**config.mk**
```make
export PLATFORM = sky130hd
export DESIGN_NAME = clw_comm_loss_watchdog
export DESIGN_NICKNAME = d
export VERILOG_FILES = /design/src/clw_tick_gen.v /design/src/clw_comm_loss_watchdog.v
export VERILOG_INCLUDE_DIRS = /design/src
export SDC_FILE = /design/constraint.sdc
export NUM_CORES = 1
export LEC_CHECK = 0
export ABC_AREA = 1
export BUFFER_PORTS_ARGS = -buffer_cell sky130_fd_sc_hd__buf_4
export CAP_MARGIN = 40
export CORE_MARGIN = 2
export CORE_UTILIZATION = 54
export DETAILED_ROUTE_END_ITERATION = 10
export PLACE_DENSITY = 0.87
export SYNTH_ARGS = -nofsm -noshare
export SYNTH_HDL_FRONTEND = slang
export SYNTH_SLANG_ARGS = --single-unit
```
**constraint.sdc**
```tcl
create_clock -name clk_sys -period 4.3 [get_ports clk_sys]
set_input_delay 0.86 -clock clk_sys [delete_from_list [all_inputs] [get_ports clk_sys]]
set_output_delay 0.86 -clock clk_sys [all_outputs]
set_load 0.02 [all_outputs]
```
**src/clw_defs.vh**
```
// constants for the serial link loss watchdog
// assumes the includer runs at 200 MHz and the interval setting is in 0.1 s units
`ifndef CLW_DEFS_VH
`define CLW_DEFS_VH
`define CLW_CLK_HZ          200000000
`define CLW_TICK_MS         100
`define CLW_TICK_CYCLES     ((`CLW_CLK_HZ / 1000) * `CLW_TICK_MS)
`define CLW_INTERVAL_OFF    14'h270F
`define CLW_INTERVAL_NOW    14'h0000
`define CLW_INTERVAL_MAX    14'h270E
`define CLW_COUNT_RESET     16'h0000
`define CLW_SEL_FIRST       8'hBE
`define CLW_SEL_LAST        8'hC4
`define CLW_TERMINALS       7
`endif

```
**src/clw_tick_gen.v**
```verilog
// 0.1 s time base for the loss watchdog
// assumes one free running system clock; restarts whenever clear is high
`timescale 1ns/1ps
`default_nettype none
module clw_tick_gen #(
  parameter integer TICK_CYCLES = 20000000
) (
  input  wire clk_sys,
  input  wire sys_rst,
  input  wire clear,
  output reg  tick
);
  reg [31:0] count;

  always @(posedge clk_sys or posedge sys_rst) begin
    if (sys_rst) begin
      count <= 32'h00000000;
      tick  <= 1'b0;
    end else if (clear) begin
      count <= 32'h00000000;
      tick  <= 1'b0;
    end else if (count == TICK_CYCLES - 1) begin
      count <= 32'h00000000;
      tick  <= 1'b1;
    end else begin
      count <= count + 32'h00000001;
      tick  <= 1'b0;
    end
  end
endmodule
`default_nettype wire

```
**src/clw_comm_loss_watchdog.v**
```verilog
// serial link supervision: error counter, error alarm and loss-of-signal trip
// assumes frame and error strobes are one-cycle pulses from the link receiver
`timescale 1ns/1ps
`default_nettype none
`include "clw_defs.vh"
module clw_comm_loss_watchdog #(
  parameter integer TICK_CYCLES = `CLW_TICK_CYCLES,
  parameter integer COUNT_W     = 16
) (
  input  wire               clk_sys,
  input  wire               sys_rst,
  input  wire               driveReset,
  input  wire               frameReceived,
  input  wire               commErrorEvent,
  input  wire               commErrorActive,
  input  wire               networkMode,
  input  wire [13:0]        linkCheckIntervalSetting,
  input  wire [7:0]         outputTerminalFunctionSelect0,
  input  wire [7:0]         outputTerminalFunctionSelect1,
  input  wire [7:0]         outputTerminalFunctionSelect2,
  input  wire [7:0]         outputTerminalFunctionSelect3,
  input  wire [7:0]         outputTerminalFunctionSelect4,
  input  wire [7:0]         outputTerminalFunctionSelect5,
  input  wire [7:0]         outputTerminalFunctionSelect6,
  input  wire [7:0]         commErrorAlarmCode,
  output reg  [COUNT_W-1:0] commErrorCountSetting,
  output reg                commErrorAlarmOut,
  output reg  [6:0]         terminalOutputEnable,
  output reg                serialCommFaultTrip,
  output reg                supervising
);
  // one-hot: idle, armed waiting for the first frame, watching the interval
  localparam [2:0] ST_IDLE  = 3'b001;
  localparam [2:0] ST_ARMED = 3'b010;
  localparam [2:0] ST_WATCH = 3'b100;

  reg  [2:0]  state;
  reg  [2:0]  next_state;
  reg  [13:0] elapsed;
  reg         prevNetwork;
  wire        tick;
  // the two reserved settings are decoded once; everything else is an interval
  wire        checkOff  = (linkCheckIntervalSetting == `CLW_INTERVAL_OFF);
  wire        checkNow  = (linkCheckIntervalSetting == `CLW_INTERVAL_NOW);
  wire        enterNet  = networkMode & ~prevNetwork;
  // the time base restarts on every frame and whenever timing is not running
  wire        restartTick = frameReceived | driveReset | (state != ST_WATCH);
  wire        intervalUsed;
  wire        tripOnEntry;
  wire        tripOnLoss;
  reg  [6:0]  next_terminalOutputEnable;
  reg  [13:0] next_elapsed;
  reg  [COUNT_W-1:0] next_commErrorCountSetting;

  // open-collector transistor on: enable high when the alarm code is selected
  function sel_hit;
    input [7:0] sel;
    input [7:0] code;
    begin
      sel_hit = (sel == code);
    end
  endfunction

  // one tick per setting step; elapsed counts ticks, not clocks
  clw_tick_gen #(
    .TICK_CYCLES(TICK_CYCLES)
  ) u_tick (
    .clk_sys(clk_sys),
    .sys_rst(sys_rst),
    .clear  (restartTick),
    .tick   (tick)
  );

  // saturate rather than wrap so a flood of errors never looks like few
  always @* begin
    next_commErrorCountSetting = commErrorCountSetting;
    if (commErrorEvent && ~&commErrorCountSetting) begin
      next_commErrorCountSetting = commErrorCountSetting + {{(COUNT_W-1){1'b0}}, 1'b1};
    end
  end

  always @(posedge clk_sys or posedge sys_rst) begin
    if (sys_rst) begin
      commErrorCountSetting <= `CLW_COUNT_RESET;
    end else if (driveReset) begin
      commErrorCountSetting <= `CLW_COUNT_RESET;
    end else begin
      commErrorCountSetting <= next_commErrorCountSetting;
    end
  end

  // a terminal's transistor conducts only while its selection names the alarm
  always @* begin
    next_terminalOutputEnable = 7'h00;
    if (commErrorActive) begin
      next_terminalOutputEnable[0] = sel_hit(outputTerminalFunctionSelect0, commErrorAlarmCode);
      next_terminalOutputEnable[1] = sel_hit(outputTerminalFunctionSelect1, commErrorAlarmCode);
      next_terminalOutputEnable[2] = sel_hit(outputTerminalFunctionSelect2, commErrorAlarmCode);
      next_terminalOutputEnable[3] = sel_hit(outputTerminalFunctionSelect3, commErrorAlarmCode);
      next_terminalOutputEnable[4] = sel_hit(outputTerminalFunctionSelect4, commErrorAlarmCode);
      next_terminalOutputEnable[5] = sel_hit(outputTerminalFunctionSelect5, commErrorAlarmCode);
      next_terminalOutputEnable[6] = sel_hit(outputTerminalFunctionSelect6, commErrorAlarmCode);
    end
  end

  always @(posedge clk_sys or posedge sys_rst) begin
    if (sys_rst) begin
      commErrorAlarmOut <= 1'b0;
    end else begin
      commErrorAlarmOut <= commErrorActive;
    end
  end

  // more than one terminal may carry the alarm; each follows its own selection
  always @(posedge clk_sys or posedge sys_rst) begin
    if (sys_rst) begin
      terminalOutputEnable <= 7'h00;
    end else begin
      terminalOutputEnable <= next_terminalOutputEnable;
    end
  end

  // leaving network mode or switching checking off drops back to idle, so a
  // re-entry waits for a fresh first frame before timing again
  always @* begin
    next_state = state;
    case (state)
      ST_IDLE: begin
        if (enterNet && !checkOff && !checkNow) begin
          next_state = ST_ARMED;
        end
      end
      ST_ARMED: begin
        if (!networkMode || checkOff) begin
          next_state = ST_IDLE;
        end else if (frameReceived) begin
          next_state = ST_WATCH;
        end
      end
      ST_WATCH: begin
        if (!networkMode || checkOff) begin
          next_state = ST_IDLE;
        end
      end
      default: begin
        next_state = ST_IDLE;
      end
    endcase
  end

  // widened by one bit so the compare can never wrap
  assign intervalUsed = ({1'b0, elapsed} + 15'h0001 >= {1'b0, linkCheckIntervalSetting});
  assign tripOnEntry  = enterNet & checkNow;
  assign tripOnLoss   = (state == ST_WATCH) & ~checkOff & tick & intervalUsed &
                        ~frameReceived;

  // frame restarts the count whatever station it addresses; the silent
  // gap before a query counts toward the interval, so the master must
  // allow for it at low baud rates
  always @* begin
    next_elapsed = elapsed;
    if (frameReceived || state != ST_WATCH) begin
      next_elapsed = 14'h0000;
    end else if (tick && elapsed != 14'h3FFF) begin
      next_elapsed = elapsed + 14'h0001;
    end
  end

  // a drive reset returns the supervision to idle like power-up
  always @(posedge clk_sys or posedge sys_rst) begin
    if (sys_rst) begin
      state <= ST_IDLE;
    end else if (driveReset) begin
      state <= ST_IDLE;
    end else begin
      state <= next_state;
    end
  end

  // sampled through a drive reset too, so staying in network mode is no new entry
  always @(posedge clk_sys or posedge sys_rst) begin
    if (sys_rst) begin
      prevNetwork <= 1'b0;
    end else begin
      prevNetwork <= networkMode;
    end
  end

  // high from the cycle after the first frame while the interval is timed
  always @(posedge clk_sys or posedge sys_rst) begin
    if (sys_rst) begin
      supervising <= 1'b0;
    end else if (driveReset) begin
      supervising <= 1'b0;
    end else begin
      supervising <= (next_state == ST_WATCH);
    end
  end

  // elapsed setting steps since the last frame
  always @(posedge clk_sys or posedge sys_rst) begin
    if (sys_rst) begin
      elapsed <= 14'h0000;
    end else if (driveReset) begin
      elapsed <= 14'h0000;
    end else begin
      elapsed <= next_elapsed;
    end
  end

  // the trip is latched: only a reset brings the drive back, never a late
  // frame, so a master that recovers cannot mask a lost link
  always @(posedge clk_sys or posedge sys_rst) begin
    if (sys_rst) begin
      serialCommFaultTrip <= 1'b0;
    end else if (driveReset) begin
      serialCommFaultTrip <= 1'b0;
    end else if (tripOnEntry || tripOnLoss) begin
      serialCommFaultTrip <= 1'b1;
    end
  end
endmodule
`default_nettype wire

```
; After elaboration in Yosys (flattened, before gate mapping)
; Cells that the tools add are included.
[word_totals]
out_inout_bits = 26
word_cells = 76
reg_bits = 77
[op_classes]
mux = 19
bitwise = 11
n_eq_ne = 15
reduce_logical = 16
add_sub_neg = 4
magnitude_cmp = 1
[ops]
columns = op, count
row1 = $mux W32, 2
row2 = $eq A8 B8 Y1, 7
row3 = $mux W14, 3
row4 = $add A32 B1 Y32 const B, 1
row5 = $eq A32 B25 Y1 const B, 1
row6 = $mux W16, 2
row7 = $add A16 B1 Y16 const B, 1
row8 = $reduce_and A16 Y1, 1
row9 = $add A14 B1 Y15 const B, 1
row10 = $ge A15 B14 Y1, 1
row11 = $mux W3, 5
row12 = $add A14 B1 Y14 const B, 1
row13 = $eq A14 B14 Y1 const B, 1
row14 = $logic_not A14 Y1, 1
row15 = $ne A14 B14 Y1 const B, 1
row16 = $pmux W3 S3, 1
row17 = $mux W7, 1
row18 = $and A1 B1 Y1, 6
row19 = $eq A3 B3 Y1 const B, 2
row20 = $mux W1, 5
row21 = $logic_and A1 B1 Y1, 4
row22 = $logic_not A1 Y1, 4
row23 = $reduce_bool A2 Y1, 2
row24 = $eq A3 B1 Y1 const B, 1
row25 = 6 further kinds, 11

; Depth between registers and ports, before layout
; Gate-level depths: netlist of the first run.
[logic_depth]
ltp_word = 9
ltp_mapped = 17
depth_no_buf = 17

; Modules after synthesis
; A second synthesis of the first run with hierarchy kept.
[unflattened]
cells_unflattened = 765
hier_area_um2 = 5445.2
[modules_own_cells]
columns = mod, cells_each, instances, area_each_um2
row1 = clw_comm_loss_watchdog, 466, 1, 3388.2
row2 = clw_tick_gen, 299, 1, 2057.0

; Worst setup path after synthesis of the first run
; Ideal clock, no wire load.
[synth_path]
path_type = register to register
from = reg elapsed[0]
to = reg serialCommFaultTrip
path_slack_ns = 2.114
stages_incl_launch_ff = 17
arrival_time_ns = 2.050
period_less_slack_ns = 2.186
n_path_buf = 0
path_cell_list = dfrtp_1 -> ha_1 -> nand2_1 -> nor2_2 -> nand2_1 -> nor3_1 -> xor2_1 -> inv_1 -> ha_1 -> nand2_1 -> nor2_1 -> nand3_1 -> nand2_1 -> a21oi_1 -> nand2_1 -> nand2_1 -> a21oi_1
[synth_between]
elab_chain_len = 6
[synth_rtl]
columns = element, line_no
row1 = start: declaration, clw_comm_loss_watchdog.v:39  ; reg [13:0] elapsed;
row2 = start signal: assignment, clw_comm_loss_watchdog.v:207  ; elapsed <= next_elapsed;
row3 = $add A14 B1 Y15, clw_comm_loss_watchdog.v:152  ; assign intervalUsed = ({1'b0, elapsed} + 15'h0001 >= {1'b0, linkCheckIntervalSetting});
row4 = $ge A15 B14 Y1, clw_comm_loss_watchdog.v:152
row5 = $and A1 B1 Y1 (2 in a row), clw_comm_loss_watchdog.v:154  ; assign tripOnLoss = (state == ST_WATCH) & ~checkOff & tick & intervalUsed &
row6 = $logic_or A1 B1 Y1, clw_comm_loss_watchdog.v:218  ; end else if (tripOnEntry || tripOnLoss) begin
row7 = $reduce_bool A2 Y1 (no source line), n/a
row8 = end signal: assignment, clw_comm_loss_watchdog.v:215  ; serialCommFaultTrip <= 1'b0;
row9 = end signal: assignment, clw_comm_loss_watchdog.v:217  ; serialCommFaultTrip <= 1'b0;
row10 = end signal: assignment, clw_comm_loss_watchdog.v:219  ; serialCommFaultTrip <= 1'b1;
row11 = end: declaration, clw_comm_loss_watchdog.v:29  ; output reg serialCommFaultTrip,
; Every way passes these cells.
; A chain may end at the register's enable or synchronous reset.

; Worst setup path after layout of the first run
; Same ends and word-level chain as after synthesis.

==> results of run 1 <==
## placed cells by master (no fill, tap or decap), drive strengths merged, types with 4 or more instances in the layout
| cell type | synthesis | layout |
|---|---|---|
| nand4 | 16 | 16 |
| nor3 | 48 | 48 |
| o21ai | 22 | 22 |
| clkbuf | 5 | 9 |
| xor2 | 35 | 35 |
| o31ai | 5 | 5 |
| nor4 | 4 | 4 |
| a211oi | 6 | 6 |
| dfrtp | 76 | 76 |
| ha | 17 | 17 |
| a21oi | 16 | 16 |
| buf | 7 | 111 |
| nand3 | 51 | 51 |
| xnor2 | 18 | 18 |
| inv | 108 | 111 |
| a221oi | 6 | 6 |
| a22o | 4 | 4 |
| o22ai | 12 | 12 |
| clkinv | 2 | 4 |
| nor2 | 117 | 117 |
| nand2 | 146 | 146 |
## sequential cells by signal (all words and copies together), names as in the netlist
| name | flops |
|---|---|
| u_tick.tick | 1 |
| commErrorAlarmOut | 1 |
| u_tick.count | 32 |
| serialCommFaultTrip | 1 |
| terminalOutputEnable | 7 |
| elapsed | 14 |
| supervising | 1 |
| state | 3 |
| prevNetwork | 1 |
| commErrorCountSetting | 16 |
## power by group through the flow
stage          Sequential (mW)  Clock, mW  Combinational (mW)
2_1_floorplan            0.749          0              0.0872
3_3_place_gp             0.746          0               0.178
3_5_place_dp             0.746          0               0.181
4_1_cts                  0.732      0.533               0.182
5_1_grt                  0.733      0.566               0.202
6_report                 0.732      0.524               0.181
## cells by family (layout without fill, tap and decap cells)
kind of cell	after synthesis	in the layout	synth area share [%]
AO/OA/AOI/OAI	75	75	9.03
buffers and inverters	122	237	8.96
XOR/XNOR	53	53	8.57
adder cells (fa/ha/maj)	17	17	3.93
flip-flops	77	77	35.6
AND/OR/NAND/NOR	387	387	33.9
## worst reg2reg max path, cell delays in order, from the launching register on
cell     delay [ps]
dfrtp_1         420
ha_1            190
nand2_1          80
nor2_2          210
nand2_1         110
nor3_1          190
xor2_1          210
inv_1            60
ha_1            290
nand2_1          60
nor2_1          120
nand3_1          80
nand2_1          70
a21oi_1          60
nand2_1          60
nand2_1          40
a21oi_1         100
## worst paths after layout
kind / end / slack (ps) / depth (start not counted)
worst min-delay path: u_tick.count[0] / 530 / 1
worst max register to register: serialCommFaultTrip / 1890 / 16
worst min register to register: u_tick.count[0] / 530 / 1
worst max-delay path: serialCommFaultTrip / 1890 / 16
max in group asynchronous: state[0] / 2770 / 3
min in group asynchronous: terminalOutputEnable[4] / 620 / 2
## layout make-up
type,instances,area (um^2)
tap,133,166
clock inverter,7,63.8
multi-input combinational,532,3010
fill,802,3240
clock buffer,9,124
timing repair buffer,111,833
sequential,77,1930
inverter,110,415
## layer usage
| metal | track usage, % | vias to the layer above |
|---|---|---|
| met3 | 4.70 | 18 |
| li1 | - | 2599 |
| met4 | 6.47 | 0 |
| met5 | 0 | - |
| met1 | 32.4 | 2420 |
| met2 | 40.1 | 187 |
==> results.json, run 1 <==
{
  "antenna_found_initial": 0,
  "cts_buffer_depth": 2,
  "finalSetupViolations": 0,
  "worstMarginPinSlew_ps": 802,
  "initial_core_util_pct": 55.4,
  "synth_ff_type": "dfrtp_1",
  "topRoutingLayerUsed": "met4",
  "outcome": "finished, final reports clean",
  "ys_types": 42,
  "grt_overflow": 0,
  "p_clk_share_pct": 36.4,
  "clkLatencyLatePin_ps": 360,
  "syn_area_um2": 5420,
  "cts_tree": "built",
  "ys_seq_area_share_pct": 35.6,
  "relSlewSlack_pct": 46.4,
  "synth.avg_cell_area_um2": 7.41,
  "maxCapViolCount": 0,
  "cpMostUsedCell": "nand2_1",
  "cp_cell_sequence": "ha_1 > nand2_1 > nor2_2 > nand2_1 > nor3_1 > xor2_1 > inv_1 > ha_1 > nand2_1 > nor2_1 > nand3_1 > nand2_1 > a21oi_1 > nand2_1 > nand2_1 > a21oi_1",
  "post_drt_via_cell_ratio": 5.34,
  "r2r_start": "elapsed[0]",
  "crit_family": "simple AND/OR/NAND/NOR gates",
  "leakage_nw": 3.09,
  "wl_mm": 12.7,
  "ant_nets": 0,
  "hold_viol": 0,
  "core_area_um2": 9770,
  "die_h_um": 104,
  "wl_per_cell_um": 12.9,
  "ys_warn_count": 0,
  "syn_inst": 731,
  "min_period_ps": 2410,
  "grt_max_degree": 49,
  "p_total_mw": 1.44,
  "gp_congestion": 0.963,
  "vias": 5224,
  "portBuffers": 110,
  "setup-tns-final_ps": 0,
  "track_usage_pct": 24.1,
  "critPathKind": "reg2reg",
  "antenna_cells": 0,
  "internal-power_mw": 1.04,
  "timing.hold.ws_ps": 525,
  "synth_top_area_cell": "dfrtp_1",
  "start_kind": "register",
  "cp_num_buf_inv": 1,
  "clk_pin_slew_ps": 80,
  "layout-drive-gt1-share_pct": 20.7,
  "pwr-share-comb_pct": 12.6,
  "placed_area_um2": 6350,
  "die_w_um": 104,
  "ir_drop_uv": 143,
  "grt_pass1_wl_mm": 21.8,
  "pin_count": 111,
  "cts_resized": 0,
  "met3_length_um": 801,
  "pre_cts_ws_ps": 1920,
  "seq_power_share_pct": 51.0,
  "synth_edf_count": 0,
  "fin_util_pct": 66.9,
  "finalNonFillerCells": 979,
  "switching_share_pct": 27.7,
  "grt_pass1_vias": 4884,
  "cp-end-kind": "register",
  "ys_ff_latch": 77,
  "skew_ps": 19.4,
  "dp_cells": 963,
  "period_share_pct": 56.0,
  "dr.pass1.iters": 7,
  "fp-row-count": 36,
  "final_max_slew_viol_count": 0,
  "switchingPower_uw": 398,
  "synth.most_common_cell": "nand2_1",
  "setup_slack_ps": 1890,
  "design_area_um2": 6540,
  "ys_async_sr_fraction_pct": 100,
  "hp-class": "reg2reg",
  "dpl.hpwl_mm": 10.0,
  "numCtsBuffers": 9,
  "fmax_mhz": 416,
  "synth.net_count": 833,
  "synth_common_cells": "nand2_1 (137), nor2_1 (106), inv_1 (103)",
  "cp-startpoint": "elapsed[0]",
  "die_area_um2": 10900,
  "drc": 0,
  "ctsHoldBuffers": 0,
  "crit_arrival_ps": 2690,
  "cp.required_ps": 4580,
  "synthDominantCellAreaShare_pct": 35.1,
  "met1_length_mm": 5.49,
  "wl_met2_mm": 6.16,
  "cpMaxStageDelayCell": "dfrtp_1",
  "synthTopCellsByArea": "dfrtp_1 (35%), nand2_1 (9.5%), nor2_1 (7.3%)",
  "syn2layout_area_growth_pct": 20.6,
  "power.density_nw_per_um2": 220,
  "path_max_fanout": 5,
  "htreeDepth": 3,
  "hold_start": "u_tick.count[0]",
  "postCtsSetupBuffers": 0,
  "cts-root-buf": "clkbuf_8",
  "drt_iter0_drc": 373,
  "critical_path.max_stage_delay_ps": 420,
  "layout.nets": 943,
  "cts_sinks": 77,
  "rsz0062_at_grt": "false"
}
(Power assumes the default switching activity.)
==> inputs of run 2 (changes only) <==
ABC_AREA = 0   (was 1)
CORE_UTILIZATION = 50   (was 54)
PLACE_DENSITY = 0.86   (was 0.87)
clock period = 2 ns   (was 4.3 ns; I/O delays follow)
==> results.json, run 2 <==
{
  "setup-tns-final_ps": -6270,
  "cp_cell_sequence": "and3_1 > nand3_2 > nor3_2 > xor2_1 > ha_1 > and3_4 > nand4_1 > o31ai_1 > nor4_1 > a221oi_1",
  "portBuffers": 110,
  "rsz0062_at_grt": "true",
  "layout-drive-gt1-share_pct": 37.1,
  "final_max_slew_viol_count": 0,
  "ir_drop_uv": 384,
  "dpl.hpwl_mm": 9.80,
  "cpMaxStageDelayCell": "dfrtp_1",
  "grt_max_degree": 35,
  "htreeDepth": 3,
  "setup_slack_ps": -434,
  "gp_congestion": 0.919,
  "cts_tree": "built",
  "crit_arrival_ps": 2700,
  "min_period_ps": 2430,
  "initial_core_util_pct": 50.9,
  "grt_pass1_wl_mm": 23.0,
  "cts_sinks": 77,
  "largest_register_ffs": 32,
  "outcome": "complete, but fails checks",
  "syn2layout_area_growth_pct": 42.7,
  "final_cell_mix": "buf_4 (166), dfrtp_1 (76), xnor2_1 (55)",
  "hold_viol": 0,
  "timing.hold.ws_ps": 63.1,
  "fin_util_pct": 72.6,
  "reg2reg_to": "serialCommFaultTrip",
  "synth.net_count": 630,
  "skew_ps": 11.3,
  "track_usage_pct": 27.8,
  "synth_common_cells": "dfrtp_1 (76), nor2_1 (60), xnor2_1 (56)",
  "synth.avg_cell_area_um2": 9.29,
  "core_area_um2": 9640,
  "synth.most_common_cell": "dfrtp_1",
  "ys_ff_latch": 77,
  "die_area_um2": 10600,
  "cp-startpoint": "elapsed[1]",
  "fmax_mhz": 411,
  "antenna_found_initial": 0,
  "cts_buffer_depth": 2,
  "leakage_nw": 3.08,
  "cp-end-kind": "register",
  "ys_warn_count": 0,
  "cts-root-buf": "clkbuf_8",
  "synthDominantCellAreaShare_pct": 38.8,
  "drt_iter0_drc": 312,
  "start_kind": "register",
  "reg2reg_slack_ps": -430,
  "violations": "negative setup slack",
  "ys_async_sr_fraction_pct": 100,
  "grt_pass1_vias": 4965,
  "worstMarginPinSlew_ps": 529,
  "wl_mm": 15.5,
  "path_max_fanout": 3,
  "die_w_um": 103,
  "maxCapViolCount": 0,
  "drc": 0,
  "ant_nets": 0,
  "antenna_cells": 0,
  "ys_types": 52,
  "fp-row-count": 36,
  "finalSetupViolations": 34,
  "p_total_mw": 3.34,
  "layout.nets": 800,
  "placed_area_um2": 6280,
  "critPathKind": "reg2reg",
  "dr.pass1.iters": 5,
  "hp-class": "in2async",
  "pin_count": 111,
  "syn_area_um2": 4900,
  "clk_pin_slew_ps": 90,
  "critical_path.max_stage_delay_ps": 410,
  "synth_edf_count": 0,
  "fillers": 626,
  "period_share_pct": 122,
  "wl_per_cell_um": 18.5,
  "design_area_um2": 7000,
  "numCtsBuffers": 9,
  "cp.required_ps": 2270,
  "syn_inst": 528,
  "grt_overflow": 0,
  "die_h_um": 103,
  "r2r_start": "elapsed[1]",
  "vias": 4953,
  "ys_seq_area_share_pct": 39.3,
  "relSlewSlack_pct": 64.6,
  "top_regs": "u_tick.count: 32 flops, commErrorCountSetting: 16 flops, elapsed: 14 flops",
  "synth_top_area_cell": "dfrtp_1",
  "top_register": "u_tick.count",
  "post_drt_via_cell_ratio": 5.92,
  "r2r_cells": 10,
  "clkLatencyLatePin_ps": 360,
  "synth_ff_type": "dfrtp_1",
  "synthTopCellsByArea": "dfrtp_1 (39%), xnor2_1 (10%), xor2_1 (9.3%)",
  "layout_commonest_cell": "buf_4",
  "power.density_nw_per_um2": 478
}
[run 2: cell types whose count changed after synthesis, moves of 21 or more]
cell	previous run	this run
nor3_1	40	19
xnor2_1	18	56
nand2_1	137	24
nand3_1	46	19
nor2_1	106	60
inv_1	103	21
[run 2: routing by layer]
layer	vias up	routed length, um	global-route usage, %
li1	2204	-	-
met1	2409	5510	29.9
met2	259	8150	50.4
met3	81	995	6.71
met4	0	835	14.6
met5	-	0	0
[run 2: final cells by class]
cell class                      count  area, um^2  share of cell area [%]
Tap cell                          133         166                    2.38
Multi-Input combinational cell    410        3120                    44.6
Sequential cell                    77        1930                    27.6
Inverter                           22        86.3                    1.23
Clock buffer                        9         124                    1.77
Clock inverter                      7         106                    1.52
Timing Repair Buffer              178        1460                    20.9
[run 2: cell families (layout without fill, tap and decap cells)]
group | after synthesis | in the layout | share of synthesized area [%]
AND/OR/NAND/NOR | 229 | 229 | 25.5
XOR/XNOR | 108 | 108 | 19.3
flip-flops | 77 | 77 | 39.3
AO/OA/AOI/OAI | 52 | 52 | 7.07
buffers and inverters | 41 | 216 | 3.67
adder cells (fa/ha/maj) | 17 | 17 | 4.34
multiplexers | 4 | 4 | 0.867
[run 2: worst max-delay path by stage]
stage          cells past startpoint                  end
2_1_floorplan                     12  serialCommFaultTrip
3_3_place_gp                      11  serialCommFaultTrip
6_report                          10  serialCommFaultTrip
3_5_place_dp                      10  serialCommFaultTrip
5_1_grt                           10  serialCommFaultTrip
4_1_cts                           11  serialCommFaultTrip
[run 2: through the flow]
step	worst slack, ps	std cells
floorplan	-359	528
global placement	-270	806
detailed placement	-370	806
CTS	-357	832
global route	-564	836
finish	-434	836
[run 2: critical path, delay by kind of cell, from the launching register on]
| kind | cells | cell delay, ps |
|---|---|---|
| DFF | 1 | 410 |
| xor gates and xnor gates | 1 | 300 |
| adders and majority gates | 1 | 170 |
| and+or+nand+nor | 6 | 970 |
| AOI/OAI and AO/OA | 2 | 510 |
[run 2: power breakdown]
part / internal [mW] / leakage, nW / total (mW) / switching (mW)
clock network: 0.724 / 0.116 / 1.37 / 0.642
registers: 1.56 / 1.07 / 1.58 / 0.0113
logic: 0.208 / 1.90 / 0.400 / 0.192
[run 2: repair_timing]
action	in CTS	in global routing
setup endpoints to repair	33	36
gates resized for setup	25	58
pin swaps	16	30
cloned	2	1
buffers inserted	9	5
hold buffers	0	0
endpoints found under the hold margin	0	0
